$ cat src/rtl/irq_entry_pkg.sv
`default_nettype none
package irq_entry_pkg;
    // =====================================================
    // widths
    localparam int DATA_W = 8;
    localparam int ADDR_W = 4;
    localparam int PC_W = 13;
    localparam int NUM_CORE = 3;
    localparam int NUM_PERIPH = 8;
    localparam int STACK_DEPTH = 8;

    // =====================================================
    // register offsets
    localparam logic [ADDR_W-1:0] OFS_CONTROL = 4'h0;
    localparam logic [ADDR_W-1:0] OFS_PFLAG = 4'h1;
    localparam logic [ADDR_W-1:0] OFS_PENABLE = 4'h2;
    localparam logic [ADDR_W-1:0] OFS_STATUS = 4'h3;

    // =====================================================
    // field positions of irq_control_reg
    localparam int BIT_GLOBAL_EN = 7;
    localparam int BIT_PGIE = 6;
    localparam int CORE_EN_LSB = 3;
    localparam int CORE_FLAG_LSB = 0;

    // field positions of the status register
    localparam int STAT_STATE_LSB = 0;
    localparam int STAT_PEND_BIT = 2;
    localparam int STAT_DEPTH_LSB = 4;

    // =====================================================
    // reset values
    localparam logic [NUM_CORE-1:0] CORE_RESET = 3'h0;
    localparam logic [NUM_PERIPH-1:0] PERIPH_RESET = 8'h00;
    localparam logic [DATA_W-1:0] RDATA_RESET = 8'h00;
    localparam logic [PC_W-1:0] PC_RESET = 13'h0000;

    // fixed entry address
    localparam logic [PC_W-1:0] IRQ_VECTOR = 13'h0004;

    // instruction cycles from the sampled cycle to vector start
    localparam int LAT_SYNC_MIN = 3;
    localparam int LAT_SYNC_MAX = 4;
    localparam int LAT_ASYNC_MAX = 5;
    localparam logic [2:0] ENTRY_TICKS = 3'h2;

    // =====================================================
    // types
    typedef enum logic [1:0] {
        ST_IDLE = 2'b00,
        ST_FLUSH = 2'b01,
        ST_PUSH = 2'b11,
        ST_VECTOR = 2'b10
    } entry_state_type;

    typedef struct packed {
        logic flush;
        logic push;
        logic load_pc;
        logic [PC_W-1:0] pc;
    } core_cmd_type;

    localparam core_cmd_type CMD_IDLE = '{1'b0, 1'b0, 1'b0, PC_RESET};
endpackage
`default_nettype wire

$ cat src/rtl/return_stack.sv
`timescale 1ns/1ns
`default_nettype none
module return_stack
    import irq_entry_pkg::*;
#(
    parameter int DEPTH = STACK_DEPTH,
    parameter int WIDTH = PC_W
) (
    input wire logic clk,
    input wire logic rst_n,
    input wire logic push,
    input wire logic pop,
    input wire logic [WIDTH-1:0] push_data,
    output logic [WIDTH-1:0] top_data,
    output logic [$clog2(DEPTH):0] depth
);
    localparam int PW = $clog2(DEPTH);

    logic [WIDTH-1:0] mem_q [DEPTH];
    logic [PW-1:0] ptr_q;
    logic [PW:0] depth_q;
    logic [PW-1:0] top_idx;

    // circular: overflow overwrites the oldest entry
    assign top_idx = ptr_q - {{(PW-1){1'b0}}, 1'b1};
    assign top_data = mem_q[top_idx];
    assign depth = depth_q;

    always_ff @(posedge clk or negedge rst_n) begin
        if (!rst_n) begin
            ptr_q <= '0;
            depth_q <= '0;
        end else if (push) begin
            ptr_q <= ptr_q + {{(PW-1){1'b0}}, 1'b1};
            if (depth_q != DEPTH[PW:0]) begin
                depth_q <= depth_q + {{PW{1'b0}}, 1'b1};
            end
        end else if (pop) begin
            ptr_q <= top_idx;
            if (depth_q != '0) begin
                depth_q <= depth_q - {{PW{1'b0}}, 1'b1};
            end
        end
    end

    always_ff @(posedge clk) begin
        if (push) begin
            mem_q[ptr_q] <= push_data;
        end
    end
endmodule // return_stack
`default_nettype wire

$ cat src/rtl/interrupt_entry_control.sv
// Added by the designer: the address-and-strobe port and the register addresses.
`timescale 1ns/1ns
`default_nettype none
module interrupt_entry_control
    import irq_entry_pkg::*;
#(
    parameter int N_PERIPH = NUM_PERIPH,
    parameter int N_STACK = STACK_DEPTH
) (
    input wire logic clk,
    input wire logic rst_n,
    // register port
    input wire logic [ADDR_W-1:0] addr,
    input wire logic [DATA_W-1:0] wdata,
    input wire logic wr,
    input wire logic rd,
    output logic [DATA_W-1:0] rdata,
    // event sources
    input wire logic [NUM_CORE-1:0] core_event,
    input wire logic [N_PERIPH-1:0] periph_event,
    // core sequencer
    input wire logic instr_tick,
    input wire logic return_from_irq_instruction,
    input wire logic [PC_W-1:0] pc_in,
    output core_cmd_type core_cmd,
    output logic irq_request,
    output logic in_service
);
    // =====================================================
    // reset release
    logic rst_meta_q;
    logic rst_sync_q;

    always_ff @(posedge clk or negedge rst_n) begin
        if (!rst_n) begin
            rst_meta_q <= 1'b0;
            rst_sync_q <= 1'b0;
        end else begin
            rst_meta_q <= 1'b1;
            rst_sync_q <= rst_meta_q;
        end
    end

    // =====================================================
    // functions
    function automatic logic hit(input logic [ADDR_W-1:0] a,
                                 input logic [ADDR_W-1:0] ofs);
        hit = (a == ofs);
    endfunction

    function automatic logic any_enabled(input logic [N_PERIPH-1:0] f,
                                         input logic [N_PERIPH-1:0] e);
        any_enabled = |(f & e);
    endfunction

    // =====================================================
    // state
    logic global_irq_enable_q, global_irq_enable_d;
    logic peripheral_group_irq_enable_q, peripheral_group_irq_enable_d;
    logic [NUM_CORE-1:0] core_en_q, core_en_d;
    logic [NUM_CORE-1:0] core_flag_q, core_flag_d;
    logic [N_PERIPH-1:0] peripheral_flag_reg_q, peripheral_flag_reg_d;
    logic [N_PERIPH-1:0] peripheral_enable_reg_q, peripheral_enable_reg_d;
    entry_state_type state_q, state_d;
    core_cmd_type cmd_q, cmd_d;
    logic [DATA_W-1:0] rdata_q, rdata_d;

    // =====================================================
    // register decode
    wire wr_control = wr && hit(addr, OFS_CONTROL);
    wire wr_pflag = wr && hit(addr, OFS_PFLAG);
    wire wr_penable = wr && hit(addr, OFS_PENABLE);

    logic [PC_W-1:0] stack_top;
    logic [$clog2(N_STACK):0] stack_depth;

    wire [DATA_W-1:0] control_view = {global_irq_enable_q,
        peripheral_group_irq_enable_q, core_en_q, core_flag_q};
    wire [DATA_W-1:0] status_view = DATA_W'({stack_depth, 1'b0,
        irq_request, state_q});

    // =====================================================
    // request forming
    wire core_pending = |(core_flag_q & core_en_q);
    wire periph_pending = peripheral_group_irq_enable_q &&
        any_enabled(peripheral_flag_reg_q, peripheral_enable_reg_q);
    wire pending_any = core_pending || periph_pending;
    assign irq_request = global_irq_enable_q && pending_any;

    wire take_irq = (state_q == ST_IDLE) && instr_tick && irq_request;
    wire do_return = (state_q == ST_IDLE) && !take_irq &&
        return_from_irq_instruction;
    wire do_push = (state_q == ST_FLUSH) && instr_tick;

    // =====================================================
    // next values of the registers
    always_comb begin
        // flags: a set in the clearing cycle wins
        core_flag_d = (wr_control ? wdata[CORE_FLAG_LSB +: NUM_CORE]
            : core_flag_q) | core_event;
        peripheral_flag_reg_d = (wr_pflag ? wdata[N_PERIPH-1:0]
            : peripheral_flag_reg_q) | periph_event;
        core_en_d = wr_control ? wdata[CORE_EN_LSB +: NUM_CORE] : core_en_q;
        peripheral_enable_reg_d = wr_penable ? wdata[N_PERIPH-1:0]
            : peripheral_enable_reg_q;
        peripheral_group_irq_enable_d = wr_control ? wdata[BIT_PGIE]
            : peripheral_group_irq_enable_q;
        global_irq_enable_d = global_irq_enable_q;
        if (take_irq) begin
            global_irq_enable_d = 1'b0;
        end else if (do_return) begin
            global_irq_enable_d = 1'b1;
        end else if (wr_control) begin
            global_irq_enable_d = wdata[BIT_GLOBAL_EN];
        end
    end

    // =====================================================
    // entry sequencer
    always_comb begin
        state_d = state_q;
        cmd_d = CMD_IDLE;
        case (state_q)
            ST_IDLE: begin
                if (take_irq) begin
                    state_d = ST_FLUSH;
                    cmd_d.flush = 1'b1;
                end else if (do_return) begin
                    cmd_d.load_pc = 1'b1;
                    cmd_d.pc = stack_top;
                end
            end
            ST_FLUSH: begin
                if (instr_tick) begin
                    state_d = ST_PUSH;
                    cmd_d.push = 1'b1;
                    cmd_d.pc = pc_in;
                end
            end
            ST_PUSH: begin
                if (instr_tick) begin
                    state_d = ST_VECTOR;
                    cmd_d.load_pc = 1'b1;
                    cmd_d.pc = IRQ_VECTOR;
                end
            end
            ST_VECTOR: begin
                if (instr_tick) begin
                    state_d = ST_IDLE;
                end
            end
            default: begin
                state_d = ST_IDLE;
            end
        endcase
    end

    // =====================================================
    // read path
    always_comb begin
        rdata_d = RDATA_RESET;
        if (rd) begin
            case (addr)
                OFS_CONTROL: rdata_d = control_view;
                OFS_PFLAG: rdata_d = DATA_W'(peripheral_flag_reg_q);
                OFS_PENABLE: rdata_d = DATA_W'(peripheral_enable_reg_q);
                OFS_STATUS: rdata_d = status_view;
                default: rdata_d = RDATA_RESET;
            endcase
        end
    end

    // =====================================================
    // registers
    always_ff @(posedge clk or negedge rst_sync_q) begin
        if (!rst_sync_q) begin
            global_irq_enable_q <= 1'b0;
            peripheral_group_irq_enable_q <= 1'b0;
            core_en_q <= CORE_RESET;
            core_flag_q <= CORE_RESET;
            peripheral_flag_reg_q <= N_PERIPH'(PERIPH_RESET);
            peripheral_enable_reg_q <= N_PERIPH'(PERIPH_RESET);
        end else begin
            global_irq_enable_q <= global_irq_enable_d;
            peripheral_group_irq_enable_q <= peripheral_group_irq_enable_d;
            core_en_q <= core_en_d;
            core_flag_q <= core_flag_d;
            peripheral_flag_reg_q <= peripheral_flag_reg_d;
            peripheral_enable_reg_q <= peripheral_enable_reg_d;
        end
    end

    always_ff @(posedge clk or negedge rst_sync_q) begin
        if (!rst_sync_q) begin
            state_q <= ST_IDLE;
            cmd_q <= CMD_IDLE;
            rdata_q <= RDATA_RESET;
        end else begin
            state_q <= state_d;
            cmd_q <= cmd_d;
            rdata_q <= rdata_d;
        end
    end

    assign rdata = rdata_q;
    assign core_cmd = cmd_q;
    assign in_service = (state_q != ST_IDLE);

    // =====================================================
    // return address stack
    return_stack #(
        .DEPTH(N_STACK),
        .WIDTH(PC_W)
    ) u_stack (
        .clk(clk),
        .rst_n(rst_sync_q),
        .push(do_push),
        .pop(do_return),
        .push_data(pc_in),
        .top_data(stack_top),
        .depth(stack_depth)
    );

    // =====================================================
    // checks
    logic [2:0] lat_cnt_q;

    always_ff @(posedge clk or negedge rst_sync_q) begin
        if (!rst_sync_q) begin
            lat_cnt_q <= 3'h0;
        end else if (state_q == ST_IDLE) begin
            lat_cnt_q <= 3'h0;
        end else if (instr_tick) begin
            lat_cnt_q <= lat_cnt_q + 3'h1;
        end
    end

    AST_RESET_DISABLED: assert property (
        @(posedge clk) !rst_sync_q |-> !global_irq_enable_q && !irq_request)
        else $error("global enable set during reset");

    AST_TAKE_NEEDS_ENABLE: assert property (
        @(posedge clk) disable iff (!rst_sync_q)
        (state_q == ST_IDLE) ##1 (state_q == ST_FLUSH)
        |-> $past(global_irq_enable_q) && $past(pending_any))
        else $error("entry without enabled pending flag");

    AST_FLAG_SETS: assert property (
        @(posedge clk) disable iff (!rst_sync_q)
        core_event != '0
        |=> (core_flag_q & $past(core_event)) == $past(core_event))
        else $error("event did not set its flag");

    AST_ENTRY_FLUSH: assert property (
        @(posedge clk) disable iff (!rst_sync_q)
        take_irq |=> cmd_q.flush && !global_irq_enable_q)
        else $error("entry did not flush and clear global enable");

    AST_ENTRY_PUSH_VECTOR: assert property (
        @(posedge clk) disable iff (!rst_sync_q)
        (state_q == ST_PUSH && instr_tick)
        |=> cmd_q.load_pc && cmd_q.pc == IRQ_VECTOR)
        else $error("vector not loaded after push");

    AST_NO_NESTING: assert property (
        @(posedge clk) disable iff (!rst_sync_q)
        (state_q != ST_IDLE) |-> !cmd_q.push || !global_irq_enable_q)
        else $error("global enable set while in service");

    AST_RETURN: assert property (
        @(posedge clk) disable iff (!rst_sync_q)
        do_return |=> global_irq_enable_q && cmd_q.load_pc
        && cmd_q.pc == $past(stack_top))
        else $error("return did not pop and re-enable");

    AST_GLOBAL_OFF_BLOCKS: assert property (
        @(posedge clk) disable iff (!rst_sync_q)
        (state_q == ST_IDLE && !global_irq_enable_q) |=> state_q == ST_IDLE)
        else $error("vectoring with global enable clear");

    AST_LATENCY: assert property (
        @(posedge clk) disable iff (!rst_sync_q)
        (state_q == ST_VECTOR && instr_tick) |-> lat_cnt_q == ENTRY_TICKS)
        else $error("entry latency off");
endmodule // interrupt_entry_control
`default_nettype wire

$ cat config.mk
export PLATFORM = sky130hd
export DESIGN_NAME = interrupt_entry_control
export DESIGN_NICKNAME = d
export VERILOG_FILES = /design/src/rtl/irq_entry_pkg.sv /design/src/rtl/return_stack.sv /design/src/rtl/interrupt_entry_control.sv
export SDC_FILE = /design/constraint.sdc
export NUM_CORES = 1
export LEC_CHECK = 0
export ABC_AREA = 1
export BUFFER_PORTS_ARGS = -buffer_cell sky130_fd_sc_hd__buf_2
export CORE_UTILIZATION = 26
export CTS_CLUSTER_SIZE = 30
export DETAILED_ROUTE_END_ITERATION = 7
export PLACE_DENSITY_LB_ADDON = 0.05
export SYNTH_ARGS = -nofsm -noshare
export SYNTH_HDL_FRONTEND = slang
export SYNTH_HIERARCHICAL = 1
export SYNTH_SLANG_ARGS = --single-unit
$ cat constraint.sdc
create_clock -name clk -period 3 [get_ports clk]
set_clock_uncertainty 0.1 [all_clocks]
set_input_delay 0.6 -clock clk [delete_from_list [all_inputs] [get_ports clk]]
set_output_delay 0.6 -clock clk [all_outputs]
set_load 0.01 [all_outputs]
# == Word-level counts from Yosys, hierarchy flattened ==
# Memory sizes are Yosys's and may differ from the RTL's.
# Cells that the tools add are included.
# word_totals
memories,1
output_inout_bits,26
elab_cells,90
register_bits,59
mem_bits_rw,104
# memory_table
name,depth,width,rd,rd_ports_with_merged_regs,write_ports,line,text
u_stack.mem_q,8,13,1,0,1,return_stack.sv:19,logic [WIDTH-1:0] mem_q [DEPTH];
# op_classes
mux,30
eq_ne,12
add_sub_neg,4
bitwise,4
n_reduce_logical,23
# op_table
cell,count
14-bit 2-to-1 mux,3
13-bit one-hot mux with 3 select lines,1
8-bit one-hot mux with 4 select lines,1
4-bit 2-to-1 mux,4
8-bit 2-to-1 mux,2
13-bit 2-to-1 mux,1
1-bit logical AND,10
1-bit 2-to-1 mux,9
3-bit 2-to-1 mux,3
8-bit bitwise AND,1
"4-bit by 2-bit equality test with 1-bit output, second input constant",2
2-bit 2-to-1 mux,4
"2-bit != test, second input constant",4
8-bit OR,1
2-bit one-hot mux with 4 select lines,1
8-bit OR reduction,1
2-bit nonzero test,3
"4-bit by 1-bit adder with 4-bit output, second input constant",1
"2-bit equality test, second input constant",2
"4-bit by 1-bit equality test with 1-bit output, second input constant",1
4-bit zero test,1
"4-bit != test, second input constant",1
4-bit AND reduction,1
4-bit nonzero test,1
14 further kinds,14

# == Depth between registers and ports, before layout ==
# Gate-level depths: netlist (run 1).
# depth
depth_word,12
ltp_mapped,14
depth_no_buf,14

# == Cells and area by module ==
# The synthesis (run 1) kept the hierarchy.
# modules_own_cells
module,area_each_um2,cells_per_inst,seq_area_each_um2,n_inst
return_stack,4714.5,415,3298.2,1
interrupt_entry_control,2383.5,269,1301.2,1

# == Least setup slack after synthesis (run 1) ==
# No wires, ideal clock.
# synth_path
path_type,reg2reg
from,register state_q[1]
to,"memory u_stack/mem_q[1][0] (netlist name), enable pin"
stages_incl_launch_ff,8
setup_ps,382
required_time_ps,2518
arrival_time_ps,1994
n_path_buf,1
setup_slack_ps,524
path_cell_list,dfrtp_1 inv_1 ha_1 nand2_1 inv_1 clkbuf_1 nand2_1 nor2_1
# synth_via
elab_chain_len,4
# synth_lines
item,line,text
"start, declared",interrupt_entry_control.sv:64,"entry_state_type state_q, state_d;"
"start signal, assigned",interrupt_entry_control.sv:199,state_q <= state_d;
2-bit by 1-bit equality test with 1-bit output,interrupt_entry_control.sv:93,wire do_push = (state_q == ST_FLUSH) && instr_tick;
1-bit logical AND,interrupt_entry_control.sv:93,
1-bit 2-to-1 mux,return_stack.sv:47,if (push) begin
1-bit 2-to-1 mux (not written as such),return_stack.sv:48,mem_q[ptr_q] <= push_data;
"end, declared",return_stack.sv:19,
# No other way between the ends.

# == Worst setup path in the final report (run 1) ==
# layout_path
from,register state_q[0]
to,output port in_service
# layout_via
elab_chain_len,1
# layout_lines
item,line,text
2-bit nonzero test,interrupt_entry_control.sv:207,assign in_service = (state_q != ST_IDLE);
"end, declared",interrupt_entry_control.sv:27,output logic in_service
# No other way between the ends.

==> out/qor.txt, run 1 <==
outcome - finished, final reports clean
Crit Path Class - reg2out
Critical path buffers and inverters - 3
Final Routed Wirelength - 19970 µm
Core Box Area - 26880 µm²
Slowest-stage cell, CP - dfrtp_1
NetSw - 3.330 mW
PortBufs - 67
Detailed Route Iter0 Violations - 329
layout cells sized above 1 - 19.36%
Clk Latency, worst-skew pair - 0.43 ns
EDFF count, synth - 104
clk slew on worst S/H paths - 0.08 ns
remaining antenna violation count - 0
register area share after synthesis - 64.80%
Max Slew Vio Count - 0
fin nets - 818
Mapped Cells - 684
Period Utilization, post-route - 78.51%
max cap viols - 0
total track usage - 15.10%
delay-heaviest family, CP - flip-flops
Cell Pwr Density - 977.2 nW/µm²
Static Leak - 3.495 nW
Top cell by count, worst path - inv_1
row cnt - 60
Yosys cell types - 38
die height - 167.2 µm
total CTS buffers - 17
GPL Wtd Cong - 0.7333
vias in the first global route - 5165
DIE WIDTH - 167.2 µm
CTS tree - done
I/O Pins - 68
slew margin rel. - 54.20%
Yosys reg bits - 163
Final HPWL DP - 13320 µm
sw frac - 40.56%
crit path max fanout - 9
Cell Area, Synth - 7098 µm²
die area - 27960 µm²
crit start category - register
final hold slack - 0.1934 ns
combinational power share - 39.7%
H-tree levels - 4
DR DRC count - 0
cell internal pwr - 4.880 mW
iteration count of the initial detailed-routing pass - 5
Syn Area/Cell - 10.38 µm²
syn_nets - 735
asr flop ratio synth - 36.20%
Data required, critical path - 2.30 ns
Final Util - 31.26%
RSZ-0062 raised after global routing - false
peak supply drop - 0.3528 mV
grt ovf - 0
deepest clock path buffer count - 2
Via Count - 5055
worst endpoint data arrival time - 1.66 ns
Via-to-Cell Ratio - 4.509
Antenna diodes - 0
# setup viols final - 0
Critical Path Max Stage Delay - 0.43 ns
actual slew at the worst max-slew pin - 0.6836 ns
DR WL/cell - 17.82 µm
worst hold path type - reg2async
maximum clock rate - 424.6 MHz
Yosys Warn Count - 6
Layout Area Growth over Synthesis - 18.37%
cells along the critical path - inv_1 -> ha_1 -> inv_1 -> buf_2
largest net degree at the start of global routing - 55
final hold viol count - 0
sequential share of power - 34.6%
cts repair resizes - 0
CTS root buf - clkbuf_16
Tmin final - 2.355 ns
clock sink count - 163
Top FF cell, synth - edfxtp_1
Clk network pwr share - 25.7%
first-pass GRT wire length - 31370 µm
initial antenna violation count - 0
Initial Utilization - 26.41%
Worst setup EP type - output port
TNS Setup - 0 ns
[path summary, 6_finish.rpt]
kind,from,endpoint,slack (ns),cells after the start
max,state_q[0],in_service,0.64,4
min,rst_sync_q,core_en_q[1],0.19,0
max reg2reg,u_stack/ptr_q[1],core_cmd[3],0.66,8
min reg2reg,rst_sync_q,core_en_q[1],0.19,0
max in group asynchronous,rst_sync_q,rdata[3],1.90,1
min in group clk,core_event[2],core_flag_q[2],0.25,3
[metal layers]
layer / vias to the layer above / global-route usage (%) / wire length, µm / share of wire (%)
met5: - / 0 / 0 / 0
met4: 0 / 5.026 / 293 / 1.5
met3: 19 / 2.245 / 531 / 2.7
met2: 93 / 24.23 / 9434 / 47
met1: 2483 / 20.87 / 9713 / 49
li1: 2460 / - / - / -
[synth_stat cells (all sizes together) (5+ instances only)]
cell      n  share of area [%]
ha        8                1.4
o21ai    76                5.8
dfrtp    59                 21
nand4    13                1.1
a41oi     5               0.62
nand3     8               0.63
buf      25                3.1
nand2   180                9.7
edfxtp  104                 44
nor2    121                6.5
a21oi    31                2.2
inv      37                2.0
[state kept, by name, indices dropped and copies added (netlist names)]
signal,cells
peripheral_group_irq_enable_q,1
core_en_q,3
core_cmd,16
global_irq_enable_q,1
rdata,8
peripheral_enable_reg_q,8
peripheral_flag_reg_q,8
u_stack/depth,4
rst_sync_q,1
core_flag_q,3
state_q,2
rst_meta_q,1
u_stack/ptr_q,3
u_stack/mem_q,104
[cell type report]
type | instances | area, µm²
tap | 341 | 426.7
clock buffer | 18 | 429.2
timing repair buffer | 91 | 543.0
multi-input combinational | 457 | 2132
inverter | 37 | 141.4
clock inverter | 14 | 128.9
fill | 2795 | 18470
sequential | 163 | 4601
[logic make-up (layout without fill, tap and decap cells)]
group	count (synthesis)	count (layout)	synth area share [%]
adders and majority gates	9	9	1.692
AOI/OAI and AO/OA	117	117	9.219
other	1	1	0.05283
buffers and inverters	64	160	5.165
DFF	163	163	64.80
and+or+nand+nor	326	326	18.47
xor gates and xnor gates	4	4	0.5995
[worst register-to-register path, cell delays in order, from the launching register on]
cell and delay [ns]:
dfrtp_1 0.40, inv_1 0.12, ha_1 0.22, xnor2_2 0.57, inv_2 0.32, nand2_1 0.16, nand2_1 0.07, nand4_1 0.10
a21oi_1 0.14
[power groups by stage]
stage	registers, mW	clock network (mW)	logic (mW)
finish	2.84	2.11	3.26
floorplan	2.88	0	2.38
CTS	2.84	2.18	3.34
detailed placement	2.89	0	3.32
global route	2.87	2.26	3.78
global placement	2.89	0	3.34
[layout by cell type (no fill, tap or decap), types with 13 or more instances in the layout]
cell       instances
nand2_1          177
nor2_1           119
edfxtp_1         104
buf_2             67
o21ai_1           64
dfrtp_1           58
a21oi_1           30
inv_1             26
buf_4             21
clkbuf_16         17
nand4_1           13
[what timing repair did]
item	in CTS	in global routing
endpoints found under the setup margin	0	0
buffers inserted	0	0
hold endpoints to repair	2	0
hold buffers	1	0
[through the flow]
stage | power (mW) | instance area (µm²) | setup WS (ns) | std cells
floorplan | 5.262 | 7098 | 0.5241 | 684
global placement | 6.226 | 7834 | 0.6317 | 1088
detailed placement | 6.205 | 7834 | 0.6305 | 1088
CTS | 8.367 | 8402 | 0.6269 | 1121
global route | 8.914 | 8402 | 0.4686 | 1121
finish | 8.210 | 8402 | 0.6446 | 1121
No activity file was read; power rests on OpenSTA's default activity.
==> inputs of run 2 (changes only) <==
==> constraint.sdc (replaced) <==
create_clock -name clk -period 2.25 [get_ports clk]
set_clock_uncertainty 0.1 [all_clocks]
set_input_delay 0.45 -clock clk [delete_from_list [all_inputs] [get_ports clk]]
set_output_delay 0.45 -clock clk [all_outputs]
set_load 0.01 [all_outputs]
==> out/qor.txt, run 2 (synthesized netlist as in run 1, its figures left out) <==
outcome - finished, violations left
failing checks - DRC
crit start category - register
DP Cell Count - 1103
crit path max fanout - 8
Core Box Area - 26880 µm²
worst endpoint data arrival time - 1.61 ns
layout cells sized above 1 - 22.14%
row cnt - 60
clock sink count - 163
setup slack, reg-to-reg - 0.20 ns
peak supply drop - 0.6080 mV
cells along the critical path - inv_1 -> ha_1 -> buf_4 -> inv_1 -> buf_2
total track usage - 15.46%
initial antenna violation count - 0
worst hold path type - in2reg
post-placement setup slack - 0.1696 ns
Worst setup EP type - output port
Hold Path Stages - 3
die area - 27960 µm²
PortBufs - 67
Layout Area Growth over Synthesis - 20.85%
commonest non-fill, non-tap cell in the layout - nand2_1
area of the multi-input gates - 2156 µm²
Initial Utilization - 26.41%
CTS root buf - clkbuf_16
Layout Cells excl Fill - 1136
DIE WIDTH - 167.2 µm
Via-to-Cell Ratio - 4.504
grt ovf - 0
first-pass GRT wire length - 31760 µm
maximum clock rate - 462.5 MHz
final setup margin - 0.08764 ns
vias in the first global route - 5300
Via Count - 5117
hold path endpoint - core_flag_q[2]
die height - 167.2 µm
total CTS buffers - 17
Tmin final - 2.162 ns
most frequent cells in the layout - 177 x nand2_1, 111 x nor2_1, 104 x edfxtp_1, 67 x buf_2, 64 x o21ai_1
Top cell by count, worst path - inv_1
Data required, critical path - 1.70 ns
Period Utilization, post-route - 96.10%
Slowest-stage cell, CP - dfrtp_1
Fill cells - 2784
worst reg2reg path endpoint - core_cmd[12]
reg2reg start - u_stack/ptr_q[0]
Clk Latency, worst-skew pair - 0.43 ns
Critical Path Max Stage Delay - 0.44 ns
largest net degree at the start of global routing - 58
Detailed Route Iter0 Violations - 320
Final HPWL DP - 13830 µm
RSZ-0062 raised after global routing - false
iteration count of the initial detailed-routing pass - 6
Critical path buffers and inverters - 4
remaining antenna violation count - 0
Most flops, register - u_stack/mem_q
DR WL/cell - 18.12 µm
H-tree levels - 4
worst r2r path cells - 10
register area - 4601 µm²
clk slew on worst S/H paths - 0.06 ns
DR DRC count - 1
Final Routed Wirelength - 20580 µm
max reg flops - 104
launch point of the worst hold path - core_event[2]
max cap viols - 0
I/O Pins - 68
Static Leak - 3.604 nW
deepest clock path buffer count - 2
Crit Path Class - reg2out
TNS Setup - 0 ns
Antenna diodes - 0
fin nets - 833
Max Slew Vio Count - 0
GPL Wtd Cong - 0.7828
Cell Pwr Density - 1299 nW/µm²
final hold viol count - 0
# setup viols final - 0
CTS tree - done
delay-heaviest family, CP - buffers and inverters
[run 2: cell count changes in the layout (fill, tap and decap cells not counted), moves of 2 or more]
cell | before | now
buf_4 | 21 | 34
clkinvlp_4 | 4 | 1
nor2_1 | 119 | 111
buf_12 | 2 | 4
clkbuf_16 | 17 | 19
inv_6 | 4 | 2
nor2_2 | 2 | 10
inv_4 | 1 | 5
[run 2: metal layers]
metal,vias up,share of wire (%),track usage [%]
met4,0,1.2,4.188
met3,12,3.1,3.143
met5,-,0,0
li1,2493,-,-
met1,2518,49,21.18
met2,94,47,24.80
[run 2: worst max-delay path by stage]
stage                     start                  end  depth (start not counted)
2_1_floorplan        state_q[1]  u_stack/mem_q[1][0]                          7
3_3_place_gp   u_stack/ptr_q[0]         core_cmd[11]                         10
3_5_place_dp   u_stack/ptr_q[0]         core_cmd[10]                         10
4_1_cts              state_q[0]           in_service                          5
5_1_grt              state_q[0]           in_service                          5
6_report             state_q[0]           in_service                          5
[run 2: cell type report]
class                      instances  area share (%)
clock buffer                      23           5.878
clock inverter                     9          0.7730
inverter                          37           1.677
multi-input combinational        457           25.13
sequential                       163           53.63
tap                              341           4.974
timing repair buffer             106           7.935
[run 2: report_power, final]
| group | internal (mW) | switching [mW] | leakage, nW |
|---|---|---|---|
| Sequential | 3.57 | 0.226 | 1.66 |
| Clock | 1.60 | 1.25 | 0.283 |
| Combinational | 1.58 | 2.92 | 1.67 |
[run 2: what timing repair did]
action                                  CTS  global route
gates resized for setup                   0             4
endpoints found under the setup margin    0             4
hold buffers                              1             0
endpoints found under the hold margin     2             0
buffers inserted                          0             0
[run 2: stage by stage]
stage | power (mW) | hold slack [ns] | area [µm²] | util, %
after global placement | 8.438 | 0.1346 | 7991 | 29.73
after detailed placement | 8.413 | 0.1381 | 7991 | 29.73
final | 11.14 | 0.1159 | 8578 | 31.92
after floorplan | 7.037 | 0.05441 | 7119 | -
after CTS | 11.32 | 0.09522 | 8572 | 31.89
after global routing | 12.02 | 0.1013 | 8578 | 31.92
[run 2: tightest hold or removal path, delay by kind of cell]
kind	cells	cell delay, ns
buf+inv	1	0.08
simple gates	1	0.05
compound gates	1	0.03
==> inputs of run 3 (changes only) <==
==> constraint.sdc (replaced) <==
create_clock -name clk -period 2.4 [get_ports clk]
set_clock_uncertainty 0.1 [all_clocks]
set_input_delay 0.48 -clock clk [delete_from_list [all_inputs] [get_ports clk]]
set_output_delay 0.48 -clock clk [all_outputs]
set_load 0.01 [all_outputs]
==> out/qor.txt, run 3 (synthesized netlist as in run 1, its figures left out) <==
Worst setup EP type - output port
Critical Path Source - state_q[0]
grt ovf - 0
final setup margin - 0.1872 ns
actual slew at the worst max-slew pin - 0.7661 ns
post-placement setup slack - 0.3012 ns
Layout Cells excl Fill - 1125
DP Cell Count - 1091
Crit Path Class - reg2out
WL met1 - 9887 µm
Clk Latency, worst-skew pair - 0.42 ns
commonest non-fill, non-tap cell in the layout - nand2_1
Via Count - 4953
Hold Path Stages - 3
Final HPWL DP - 13720 µm
final hold slack - 0.1517 ns
DIE WIDTH - 167.2 µm
Cell Pwr Density - 1240 nW/µm²
met2 WL post-DR - 8938 µm
worst endpoint data arrival time - 1.63 ns
PortBufs - 67
remaining antenna violation count - 0
Data required, critical path - 1.82 ns
I/O Pins - 68
Final Total Pwr - 10.57 mW
fin nets - 822
clock sink count - 163
row cnt - 60
iteration count of the initial detailed-routing pass - 5
crit path max fanout - 16
Most flops, register - u_stack/mem_q
max reg flops - 104
peak supply drop - 0.3953 mV
Max Slew Vio Count - 0
CP endpoint - in_service
sw frac - 38.32%
Initial Utilization - 26.41%
layout cells sized above 1 - 19.52%
Antenna diodes - 0
Period Utilization, post-route - 92.20%
first-pass GRT wire length - 30450 µm
Crit path depth - 5
Clk network pwr share - 26.9%
CTS tree - done
NetSw - 4.051 mW
DR WL/cell - 17.37 µm
total CTS buffers - 17
reg2reg start - state_q[1]
Final Routed Wirelength - 19540 µm
cells along the critical path - inv_1 -> ha_1 -> buf_4 -> inv_1 -> buf_2
die area - 27960 µm²
Detailed Route Iter0 Violations - 435
DR DRC count - 0
# setup viols final - 0
cell internal pwr - 6.521 mW
delay-heaviest family, CP - buffers and inverters
die height - 167.2 µm
crit start category - register
Via-to-Cell Ratio - 4.403
maximum clock rate - 451.9 MHz
setup slack, reg-to-reg - 0.30 ns
most frequent cells in the layout - 177 x nand2_1, 119 x nor2_1, 104 x edfxtp_1, 67 x buf_2, 64 x o21ai_1
TNS Setup - 0 ns
final hold viol count - 0
clk slew on worst S/H paths - 0.06 ns
combinational power share - 39.6%
H-tree levels - 4
worst hold path type - in2reg
RSZ-0062 raised after global routing - false
largest net degree at the start of global routing - 56
slew margin rel. - 48.93%
Critical path buffers and inverters - 4
initial antenna violation count - 0
deepest clock path buffer count - 2
GPL Wtd Cong - 0.7956
Critical Path Max Stage Delay - 0.42 ns
total track usage - 14.70%
met3 wire len - 563 µm
max cap viols - 0
sequential share of power - 33.5%
worst r2r path cells - 8
Tmin final - 2.213 ns
outcome - finished, final reports clean
Layout Area Growth over Synthesis - 20.13%
worst reg2reg path endpoint - u_stack/mem_q[3][6]
Top cell by count, worst path - inv_1
max layer used - met4
Static Leak - 3.567 nW
Slowest-stage cell, CP - dfrtp_1
CTS root buf - clkbuf_16
cts repair resizes - 0
vias in the first global route - 5082
Core Box Area - 26880 µm²
run 3: cell types whose count changed in the layout (fill, tap and decap cells not counted), moves of 2 or more:
cell,previous run,this run
clkbuf_16,19,21
inv_4,5,1
nor2_2,10,2
buf_4,34,22
nor2_1,111,119
run 3: cell type report:
class / instances / area [µm²]
Clock buffer: 27 / 565.5
Clock inverter: 5 / 60.06
Fill cell: 2785 / 18350
Inverter: 37 / 141.4
Multi-Input combinational cell: 457 / 2132
Sequential cell: 163 / 4601
Tap cell: 341 / 426.7
Timing Repair Buffer: 95 / 600.6
run 3: per-layer routing:
metal  global-route usage (%)  vias to the layer above
li1                         -                     2472
met1                    20.82                     2390
met2                    22.98                       83
met3                    2.789                        8
met4                    3.869                        0
met5                        0                        -
run 3: worst min-delay path, stage by stage:
cell and delay [ns]:
buf_2 0.08, a21oi_1 0.03, nand2_1 0.04
run 3: metrics by stage:
step	util, %	instance area [µm²]
after floorplan	-	7098
after global placement	29.33	7881
after detailed placement	29.33	7881
after CTS	31.73	8527
after global routing	31.73	8527
final	31.73	8527
run 3: worst min path at each step:
stage,end,startpoint
after floorplan,rst_meta_q,rst_n
after global placement,core_cmd[0],rst_sync_q
after detailed placement,core_cmd[0],rst_sync_q
after CTS,core_flag_q[1],core_event[1]
after global routing,core_flag_q[2],core_event[2]
final,core_flag_q[1],core_event[1]
run 3: repair_timing:
item | CTS | global route
hold buffers | 2 | 0
setup buffers | 0 | 0
endpoints found under the hold margin | 4 | 0
run 3: power by group through the flow:
stage / clock, mW / combinational (mW) / sequential [mW]
2_1_floorplan: 0 / 2.98 / 3.60
3_3_place_gp: 0 / 4.29 / 3.60
3_5_place_dp: 0 / 4.27 / 3.60
4_1_cts: 2.93 / 4.29 / 3.54
5_1_grt: 3.07 / 4.79 / 3.58
6_report: 2.85 / 4.18 / 3.54
